**config.mk**
```make
export PLATFORM = sky130hd
export DESIGN_NAME = bytecode_accel_config_regs
export DESIGN_NICKNAME = d
export VERILOG_FILES = /design/src/design/opcode_translation_table.v /design/src/design/bytecode_accel_config_regs.v
export VERILOG_INCLUDE_DIRS = /design/src /design/src/design
export SDC_FILE = /design/constraint.sdc
export NUM_CORES = 1
export LEC_CHECK = 0
export BUFFER_PORTS_ARGS = -buffer_cell sky130_fd_sc_hd__buf_2
export CAP_MARGIN = 25
export CORE_MARGIN = 10
export CORE_UTILIZATION = 50
export DETAILED_ROUTE_END_ITERATION = 12
export GPL_TIMING_DRIVEN = 1
export PLACE_DENSITY = 0.8
export SLEW_MARGIN = 20
export SYNTH_ARGS = -nofsm -noshare
export SYNTH_HDL_FRONTEND = slang
export SYNTH_SLANG_ARGS = --single-unit
```
**constraint.sdc**
```tcl
create_clock -name ref_clk_i -period 3 [get_ports ref_clk_i]
set_input_delay 0.3 -clock ref_clk_i [delete_from_list [all_inputs] [get_ports ref_clk_i]]
set_output_delay 0.3 -clock ref_clk_i [all_outputs]
set_load 0.01 [all_outputs]
```
**src/design/bytecode_accel_consts.vh**
```
/*
 header of constants for the bytecode acceleration configuration registers.
 assumes inclusion by bare name from the design files.
*/
`ifndef BYTECODE_ACCEL_CONSTS_VH
`define BYTECODE_ACCEL_CONSTS_VH

// coprocessor access selectors
`define CP_NUM 4'he
`define CP_OPC1 3'h7
`define CP_CRM 4'h0
`define CP_OPC2 3'h0
`define CRN_IDENTITY 4'h0
`define CRN_OS_CONTROL 4'h1
`define CRN_MAIN_CONFIG 4'h2
`define CRN_LAYOUT_PARAMS 4'h3
`define CRN_OPCODE_TRANS 4'h4

// main configuration fields
`define MC_ARRAY_SW_BIT 31
`define MC_FLOAT_HW_BIT 30
`define MC_ARRAY_PTR_BIT 29
`define MC_OBJECT_PTR_BIT 28
`define MC_INDEX_WIDTH_BIT 27
`define MC_STATIC_PTR_BIT 26
`define MC_ENABLE_BIT 0
`define MC_RESET 32'h0000_0000
`define MC_WRITE_MASK 32'hbc00_0001

// layout parameter fields
`define LP_BOUNDS_HI 21
`define LP_BOUNDS_LO 17
`define LP_DESC_SIGN_BIT 16
`define LP_DESC_HI 15
`define LP_DESC_LO 12
`define LP_ARRAY_DATA_HI 11
`define LP_ARRAY_DATA_LO 8
`define LP_STATIC_HI 7
`define LP_STATIC_LO 4
`define LP_FIELD_HI 3
`define LP_FIELD_LO 0
`define LP_RESET 32'h0000_0000
`define LP_WRITE_MASK 32'h003f_ffff

// opcode translation entry fields
`define OT_OPCODE_HI 15
`define OT_OPCODE_LO 10
`define OT_OPER_HI 3
`define OT_OPER_LO 0
`define OT_OPER_MAX 4'h9
`define OT_OPCODE_FIRST 8'hcb
`define OT_OPCODE_LAST 8'hfd
`define OT_OPCODE_BASE 8'hc0
`define OT_ENTRIES 64

`endif

```
**src/design/opcode_translation_table.v**
```verilog
/*
 table of configurable bytecode to hardware operation mappings.
 assumes writes are already qualified for privilege by the register bank.
*/
`timescale 1ns/1ps
`include "bytecode_accel_consts.vh"

module opcode_translation_table #(
  parameter ENTRIES = `OT_ENTRIES
) (
  input wire ref_clk_i,
  input wire sys_rst_i,
  input wire clear_all_i,
  input wire write_i,
  input wire [5:0] write_index_i,
  input wire [3:0] write_oper_i,
  input wire [7:0] lookup_opcode_i,
  output reg lookup_hit_o,
  output reg [3:0] lookup_oper_o
);

  reg [ENTRIES-1:0] valid_q;
  reg [3:0] oper_q [0:ENTRIES-1];
  wire [7:0] full_opcode;
  wire [5:0] lookup_index;
  wire in_range;

  assign full_opcode = `OT_OPCODE_BASE | {2'h0, write_index_i};
  assign lookup_index = lookup_opcode_i[5:0];
  assign in_range = (lookup_opcode_i >= `OT_OPCODE_FIRST) &&
                    (lookup_opcode_i <= `OT_OPCODE_LAST);

  genvar g;
  generate
    for (g = 0; g < ENTRIES; g = g + 1)
    begin : entry
      always @(posedge ref_clk_i)
      begin
        if (sys_rst_i || clear_all_i)
        begin
          valid_q[g] <= 1'b0;
          oper_q[g] <= 4'h0;
        end
        else if (write_i && (write_index_i == g) &&
                 (full_opcode >= `OT_OPCODE_FIRST) &&
                 (full_opcode <= `OT_OPCODE_LAST) &&
                 (write_oper_i <= `OT_OPER_MAX))
        begin
          valid_q[g] <= 1'b1;
          oper_q[g] <= write_oper_i;
        end
      end
    end
  endgenerate

  // registered lookup, unmapped opcodes go to software
  always @(posedge ref_clk_i)
  begin
    if (sys_rst_i)
    begin
      lookup_hit_o <= 1'b0;
      lookup_oper_o <= 4'h0;
    end
    else
    begin
      lookup_hit_o <= in_range && valid_q[lookup_index];
      lookup_oper_o <= oper_q[lookup_index];
    end
  end

endmodule // opcode_translation_table

```
**src/design/bytecode_accel_config_regs.v**
```verilog
/*
 configuration registers of the bytecode acceleration hardware, reached by
 coprocessor transfers, plus the state entry decision they steer.
 assumes one transfer per cycle from the core, privilege given by the core.
*/
`timescale 1ns/1ps
`include "bytecode_accel_consts.vh"

module bytecode_accel_config_regs #(
  parameter TABLE_ENTRIES = `OT_ENTRIES
) (
  input wire ref_clk_i,
  input wire sys_rst_i,
  input wire cp_valid_i,
  input wire cp_write_i,
  input wire [3:0] cp_num_i,
  input wire [2:0] cp_opc1_i,
  input wire [3:0] cp_crn_i,
  input wire [3:0] cp_crm_i,
  input wire [2:0] cp_opc2_i,
  input wire cp_privileged_i,
  input wire [31:0] cp_wdata_i,
  input wire config_valid_flag_i,
  input wire branch_to_bytecode_i,
  input wire set_state_bit_i,
  input wire [7:0] lookup_opcode_i,
  output reg [31:0] cp_rdata_o,
  output reg cp_rvalid_o,
  output reg cp_undefined_o,
  output reg enter_bytecode_state_o,
  output reg branch_exchange_o,
  output reg disabled_exception_o,
  output reg config_invalid_exception_o,
  output reg set_config_valid_o,
  output wire accel_hw_enable_o,
  output wire array_ops_software_only_o,
  output wire float_bytecode_hw_o,
  output wire array_reference_pointer_mode_o,
  output wire object_reference_pointer_mode_o,
  output wire field_index_width_o,
  output wire static_reference_pointer_mode_o,
  output wire [4:0] bounds_bit_shift_o,
  output wire descriptor_offset_negative_o,
  output wire [3:0] descriptor_word_offset_o,
  output wire [3:0] array_data_offset_o,
  output wire [3:0] static_value_offset_o,
  output wire [3:0] field_offset_o,
  output wire lookup_hit_o,
  output wire [3:0] lookup_oper_o
);

  reg [31:0] main_config_q;
  reg [31:0] main_config_d;
  reg [31:0] layout_params_q;
  reg [31:0] layout_params_d;
  reg [31:0] rdata_d;
  reg undefined_d;

  wire is_ours;
  wire allowed;
  wire wr_main;
  wire wr_params;
  wire wr_trans;
  wire wr_identity;
  wire any_entry;

  // selector match for a register index
  function sel_match;
    input [3:0] crn;
    input [3:0] want;
    begin
      sel_match = (crn == want);
    end
  endfunction

  // transfers that name our coprocessor space
  assign is_ours = cp_valid_i && (cp_num_i == `CP_NUM) && (cp_opc1_i == `CP_OPC1) &&
                   (cp_crm_i == `CP_CRM) && (cp_opc2_i == `CP_OPC2);
  assign allowed = is_ours && cp_privileged_i;
  assign wr_main = allowed && cp_write_i && sel_match(cp_crn_i, `CRN_MAIN_CONFIG);
  assign wr_params = allowed && cp_write_i && sel_match(cp_crn_i, `CRN_LAYOUT_PARAMS);
  assign wr_trans = allowed && cp_write_i && sel_match(cp_crn_i, `CRN_OPCODE_TRANS);
  assign wr_identity = allowed && cp_write_i && sel_match(cp_crn_i, `CRN_IDENTITY);

  // write data next values
  always @*
  begin
    main_config_d = main_config_q;
    layout_params_d = layout_params_q;
    if (wr_main)
      main_config_d = cp_wdata_i & `MC_WRITE_MASK;
    if (wr_params)
      layout_params_d = cp_wdata_i & `LP_WRITE_MASK;
  end

  always @(posedge ref_clk_i)
  begin
    if (sys_rst_i)
    begin
      main_config_q <= `MC_RESET;
      layout_params_q <= `LP_RESET;
    end
    else
    begin
      main_config_q <= main_config_d;
      layout_params_q <= layout_params_d;
    end
  end

  // read mux and refusal
  always @*
  begin
    rdata_d = 32'h0000_0000;
    undefined_d = 1'b0;
    if (is_ours)
    begin
      if (!cp_privileged_i)
      begin
        if (sel_match(cp_crn_i, `CRN_MAIN_CONFIG) ||
            sel_match(cp_crn_i, `CRN_LAYOUT_PARAMS) ||
            sel_match(cp_crn_i, `CRN_OPCODE_TRANS))
          undefined_d = 1'b1;
      end
      else if (!cp_write_i)
      begin
        case (cp_crn_i)
          `CRN_MAIN_CONFIG: rdata_d = main_config_q & `MC_WRITE_MASK;
          `CRN_LAYOUT_PARAMS: rdata_d = layout_params_q;
          default: rdata_d = 32'h0000_0000;
        endcase
      end
    end
  end

  always @(posedge ref_clk_i)
  begin
    if (sys_rst_i)
    begin
      cp_rdata_o <= 32'h0000_0000;
      cp_rvalid_o <= 1'b0;
      cp_undefined_o <= 1'b0;
    end
    else
    begin
      cp_rdata_o <= rdata_d;
      cp_rvalid_o <= allowed && !cp_write_i &&
                     (sel_match(cp_crn_i, `CRN_MAIN_CONFIG) ||
                      sel_match(cp_crn_i, `CRN_LAYOUT_PARAMS));
      cp_undefined_o <= undefined_d;
    end
  end

  // mode outputs
  assign array_ops_software_only_o = main_config_q[`MC_ARRAY_SW_BIT];
  assign float_bytecode_hw_o = 1'b0;
  assign array_reference_pointer_mode_o = main_config_q[`MC_ARRAY_PTR_BIT];
  assign object_reference_pointer_mode_o = main_config_q[`MC_OBJECT_PTR_BIT];
  assign field_index_width_o = main_config_q[`MC_INDEX_WIDTH_BIT];
  assign static_reference_pointer_mode_o = main_config_q[`MC_STATIC_PTR_BIT];
  assign accel_hw_enable_o = main_config_q[`MC_ENABLE_BIT];

  // layout parameter fields
  assign bounds_bit_shift_o = layout_params_q[`LP_BOUNDS_HI:`LP_BOUNDS_LO];
  assign descriptor_offset_negative_o = layout_params_q[`LP_DESC_SIGN_BIT];
  assign descriptor_word_offset_o = layout_params_q[`LP_DESC_HI:`LP_DESC_LO];
  assign array_data_offset_o = layout_params_q[`LP_ARRAY_DATA_HI:`LP_ARRAY_DATA_LO];
  assign static_value_offset_o = layout_params_q[`LP_STATIC_HI:`LP_STATIC_LO];
  assign field_offset_o = layout_params_q[`LP_FIELD_HI:`LP_FIELD_LO];

  // state entry decision
  assign any_entry = branch_to_bytecode_i || set_state_bit_i;

  always @(posedge ref_clk_i)
  begin
    if (sys_rst_i)
    begin
      enter_bytecode_state_o <= 1'b0;
      branch_exchange_o <= 1'b0;
      disabled_exception_o <= 1'b0;
      config_invalid_exception_o <= 1'b0;
      set_config_valid_o <= 1'b0;
    end
    else
    begin
      enter_bytecode_state_o <= accel_hw_enable_o && config_valid_flag_i &&
                                any_entry;
      branch_exchange_o <= !accel_hw_enable_o && branch_to_bytecode_i;
      disabled_exception_o <= !accel_hw_enable_o && set_state_bit_i;
      config_invalid_exception_o <= accel_hw_enable_o && !config_valid_flag_i &&
                                    any_entry;
      set_config_valid_o <= accel_hw_enable_o && !config_valid_flag_i &&
                            any_entry;
    end
  end

  // entry fields placed by software
  opcode_translation_table #(
    .ENTRIES(TABLE_ENTRIES)
  ) trans_table (
    .ref_clk_i(ref_clk_i),
    .sys_rst_i(sys_rst_i),
    .clear_all_i(wr_identity),
    .write_i(wr_trans),
    .write_index_i(cp_wdata_i[`OT_OPCODE_HI:`OT_OPCODE_LO]),
    .write_oper_i(cp_wdata_i[`OT_OPER_HI:`OT_OPER_LO]),
    .lookup_opcode_i(lookup_opcode_i),
    .lookup_hit_o(lookup_hit_o),
    .lookup_oper_o(lookup_oper_o)
  );

endmodule // bytecode_accel_config_regs

```
After elaboration in Yosys (flattened, before gate mapping):

Memories as Yosys holds them, arrays and structs flattened. A register that Yosys moved wholly into a read port is not among the register bits.
Cells that the tools add are included.

* register bits after elaboration: 131
* bits in writable memories: 256
* bits of input ports: 66
* output and inout bits: 73
* word-level logic and storage cells: 766
* memories: 1

Memories
* trans_table.oper_q: depth 64, width 4, rd ports 1, clocked after memory_dff 1, wr ports 64, line opcode_translation_table.v:23 `reg [3:0] oper_q [0:ENTRIES-1];`

* order comparisons: 6
* equal/unequal tests: 68
* muxes and demuxes: 262
* bitwise logic cells: 66
* reduce and logical (&&, ||, !) cells: 289

Operators by type and width (count)
* 1-bit logical AND: 276
* 4-bit 2-to-1 mux: 64
* 1-bit 2-to-1 mux: 196
* 6-bit equality test, second input constant: 32
* 6-bit by 5-bit equality test with 1-bit output, second input constant: 16
* 1-bit bitwise OR: 64
* 32-bit one-hot mux with 2 select lines: 1
* 6-bit by 4-bit equality test with 1-bit output, second input constant: 8
* 6-bit by 3-bit equality test with 1-bit output, second input constant: 4
* 8-bit >= comparator, second input constant: 2
* 8-bit less-or-equal comparator, second input constant: 2
* 6-bit by 2-bit equality test with 1-bit output, second input constant: 2
* 4-bit by 2-bit equality test with 1-bit output, second input constant: 2
* 4-bit logical NOT: 2
* 6-bit by 7-bit less-than comparator with 1-bit output, second input constant: 1
* 1-bit binary-select mux with 6-bit select: 1
* 6-bit by 1-bit equality test with 1-bit output, second input constant: 1
* 6-bit logical NOT: 1
* 4-bit by 3-bit equality test with 1-bit output, second input constant: 1
* 4-bit equality test, second input constant: 1
* 4-bit less-or-equal comparator, second input constant: 1
* 1-bit logical OR: 4
* 4-bit OR reduction: 1
* 3-bit equality test, second input constant: 1
* 4 further kinds: 7

Logic depth before layout (Yosys ltp):

* word-level depth: 16
* mapped depth: 9
* mapped depth without buffers: 6

Modules after synthesis:

A second synthesis with hierarchy kept.

* cells, all modules: 1286
* area, all modules: 16671.0 sq um

Modules (own cells, without submodules)
* opcode_translation_table: instances 1, cells each 1053, area each 14445.1 sq um, seq. area each 9008.6 sq um
* bytecode_accel_config_regs: instances 1, cells each 233, area each 2225.9 sq um, seq. area each 1221.2 sq um

Worst setup path after synthesis:

No wires, ideal clock.

* kind: input -> register
* start: input port cp_crm_i[2]
* end: memory trans_table.oper_q[21][0] (enable)
* library setup time: 361 ps
* data arrival time: 2241 ps
* required time: 2639 ps
* path slack: 398 ps
* stages: 7
* buffers on the path: 3
* cell sequence: or3_4 > or2_0 > clkbuf_1 > or4_1 > clkbuf_1 > clkbuf_1 > o21ai_0

RTL lines
* from (decl): line bytecode_accel_config_regs.v:19 `input wire [3:0] cp_crm_i,`
* to (decl): line opcode_translation_table.v:23

==> summary.md <==
| Metric | Value |
|---|---|
| Status | `finished clean` |
| Final ANT Viol Nets | `0` |
| DP Cell Count | `around 1,900` |
| Final hold vios | `0` |
| # DRC | `0` |
| Die H | `just over 200 microns` |
| Worst VDD drop | `roughly 0.52 mV` |
| Post-synth EDFFs | `about 260` |
| Inserted Clock Buffers | `40` |
| DR iter-0 viols | `1,500` |
| Core ar. | `between 30,000 and 40,000 sq um` |
| Largest net degree at the start of global routing | `58` |
| Initial DRT Pass Iterations | `5` |
| Post-CTS Resized | `0` |
| Vias in the first global route | `roughly 12,000` |
| Worst path bufs/invs | `2` |
| Hold slack final | `9.03 ps` |
| Setup crit start | `cp_crm_i[2]` |
| Die outline width | `roughly 200 microns` |
| FFs w/ async S/R, synth | `0%` |
| Slowest stage delay, CP | `610 ps` |
| Final net count | `around 1,600` |
| Critical path class | `input port to flip-flop` |
| Root buffer cell | `clkbuf_16` |
| Die ar. | `40,600 sq um` |
| Inserted Diodes | `0` |
| PwrDens | `a little under 600 nW/um^2` |
| Cells after Synth | `1,311` |
| Num rows | `66` |
| TritonCTS clock tree | `yes` |
| Final wirelength | `~43,000 microns` |
| CP required | `between 3000 and 4000 ps` |
| WP depth | `6` |
| Reg2Reg Depth | `5` |
| CP top delay family | `simple AND/OR/NAND/NOR gates` |
| Max cap viols | `0` |
| Design Area, Final | `between 15,000 and 20,000 sq um` |
| Crit Path Max Fanout | `32` |
| Top cells by area, synth | `edfxtp_1 (47%), dfxtp_1 (16%), mux4_2 (7.9%)` |
| Initial Util | `roughly 51%` |
| CP cell instances | `buf_2 > or3_4 > or2_0 > or4_1 > buf_12 > o21ai_0` |
| Share of cells above drive strength 1 | `23.7%` |
| Worst-Skew Late Latency | `540 ps` |
| Mapped cell area | `around 16,000 sq um` |
| Hold crit path type | `input port to flip-flop` |
| Footprint of the multi-input gates | `5830 sq um` |
| Worst R2R Start | `trans_table.oper_q[7][0]` |
| # IOs | `about 140` |
| Mean Syn Cell Area | `12.6 sq um` |
| Dominant synthesized flop cell | `edfxtp_1` |
| RSZ-0062 raised after global routing | `false` |
| Worst Setup End Kind | `flip-flop` |
| Top-area cell type share of the netlist area | `46.6%` |
| Clock tree buffer depth | `3` |
| Vias per cell | `5.83` |
| GRT Util Overall | `between 20% and 30%` |
| First-pass GRT wire length | `~67,000 microns` |
| Post-CTS setup buffer count | `0` |
| Arr. time, crit path | `around 2500 ps` |
| Slew headroom | `between 30% and 40%` |
| Tcrit/Tclk final | `just under 80%` |
| Worst Skew | `27.8 ps` |
| Pleak | `0.00748 uW` |
| Initial antenna violation count | `0` |
| Distinct cells, synth | `between 60 and 70` |
| Seq/Total Area, Yosys | `between 60 and 70%` |
| Slew Viols, Final | `0` |
| Total grt overflow | `0` |
| Area leader, netlist | `edfxtp_1` |
| Worst path slowest cell | `or4_1` |
| Dpl cell area | `roughly 18,000 sq um` |
| WL per Instance | `~22 microns` |
| Clock Pin Slew Worst Setup and Hold Paths | `approximately 60 ps` |
| CTS sink count | `386` |
| Htree depth | `2` |
| Pin slew with the least headroom to its limit | `~960 ps` |
| Reg area | `~10,000 sq um` |
| Layout Cells excl Fill | `~2,000` |
| Most common cell after layout, fill and taps aside | `edfxtp_1` |
| Register-to-register path setup slack | `between 1000 and 1500 ps` |
| Seq cells post-synth | `386` |
| Commonest non-fill, non-tap cells in the layout | `edfxtp_1 (256), nor2_1 (242), dfxtp_1 (130)` |
| Final Wtd Congestion | `roughly 0.92` |
| Fill cell count | `2,482` |
| Reg-to-Reg End | `trans_table.lookup_oper_o[0]` |
| Startpoint types | `input port` |
| Fmax | `around 0.43 GHz` |
| # hold bufs at CTS | `4` |
| Syn-to-layout area delta | `17.6%` |
| Post-DP HPWL | `roughly 30,000 microns` |
| Setup_tns | `0 ps` |
| Yosys warns | `0` |
| Port Buffer Count | `127` |
| Routed vias | `11,500` |
| Setup crit end | `trans_table.oper_q[46][3]` |
| Crit path time final | `2310 ps` |
| Final setup viols | `0` |
==> worst min-delay path by stage <==
stage                           start                endpoint  slack (ps)  cells past startpoint
5_1_grt                cp_wdata_i[18]     layout_params_q[18]          10                      3
3_5_place_dp   trans_table.valid_q[4]  trans_table.valid_q[4]         440                      1
4_1_cts                 cp_wdata_i[7]      layout_params_q[7]           4                      3
2_1_floorplan     config_valid_flag_i      set_config_valid_o         370                      1
6_report                cp_wdata_i[7]      layout_params_q[7]           9                      3
3_3_place_gp   trans_table.valid_q[4]  trans_table.valid_q[4]         440                      1
==> sequential cells by signal, indices dropped and copies added, names as in the netlist <==
name / count
main_config_q: 6
disabled_exception_o: 1
layout_params_q: 22
trans_table.valid_q: 64
trans_table.lookup_hit_o: 1
branch_exchange_o: 1
trans_table.lookup_oper_o: 4
cp_rdata_o: 27
enter_bytecode_state_o: 1
set_config_valid_o: 1
trans_table.oper_q: 256
cp_rvalid_o: 1
cp_undefined_o: 1
==> cells by family (layout without fill, tap and decap cells) <==
| logic type | after synthesis | in the layout | share of synthesized area (%) |
|---|---|---|---|
| AND/OR/NAND/NOR | 475 | 475 | 13.8 |
| flip-flops | 386 | 386 | 62.4 |
| AO/OA/AOI/OAI | 165 | 165 | 6.90 |
| multiplexers | 143 | 143 | 13.3 |
| buffers and inverters | 141 | 309 | 3.63 |
| other | 1 | 58 | 0.0227 |
==> layer usage <==
metal,share of wire (%),track usage (%),vias up
met3,8.4,3.49,114
met1,38,25.8,5682
met5,0,0,-
met2,51,35.5,627
met4,3.1,7.14,0
li1,-,-,5101
==> where the power goes <==
group	internal (uW)	total (uW)	switching, uW	leakage (uW)
combinational	319	788	469	0.00337
sequential	5870	5930	64.2	0.00349
clock	2670	4670	2000	0.000611
total	8860	11400	2530	0.00748
==> cell type report <==
type | count | area share, %
Clock buffer | 58 | 5.95
Clock inverter | 15 | 0.381
Inverter | 20 | 0.387
Multi-Input combinational cell | 841 | 30.1
Sequential cell | 386 | 53.1
Tap cell | 442 | 2.85
Timing Repair Buffer | 216 | 7.32
==> per-stage QoR <==
step                      total power [uW]  utilization [%]  setup WS, ps
after detailed placement              6810             55.7           199
after global placement                6770             55.7           283
after floorplan                       6480                -           398
after global routing                 11700             59.6           647
after CTS                            11400             59.6           743
final                                11400             59.6           688
==> synth_stat cells, types with 6 or more instances <==
cell       number
edfxtp_1      256
o21ai_0        59
nor4_1         14
dfxtp_1       130
nand2_1        58
a21oi_1         6
o2111ai_1       6
mux2i_1        61
or4_1           6
nor3_1          8
a22oi_1        14
a22o_1         14
nand3_1        13
nand2b_1        7
nor2_1        242
mux4_2         58
nor2b_1         9
and3_1         67
buf_4           8
nor3b_1         6
o21a_1         36
and2_1         24
buf_2          17
buf_1          11
inv_1          20
clkbuf_1       81
mux2_2         24
==> worst register-to-register path, cell delays in order, from the launching register on <==
cell,delay [ps]
edfxtp_1,360
mux4_2,470
mux2i_1,230
mux2i_1,140
o221ai_1,330
o21ai_0,270
Note: power is estimated with default switching activity, not from simulation.
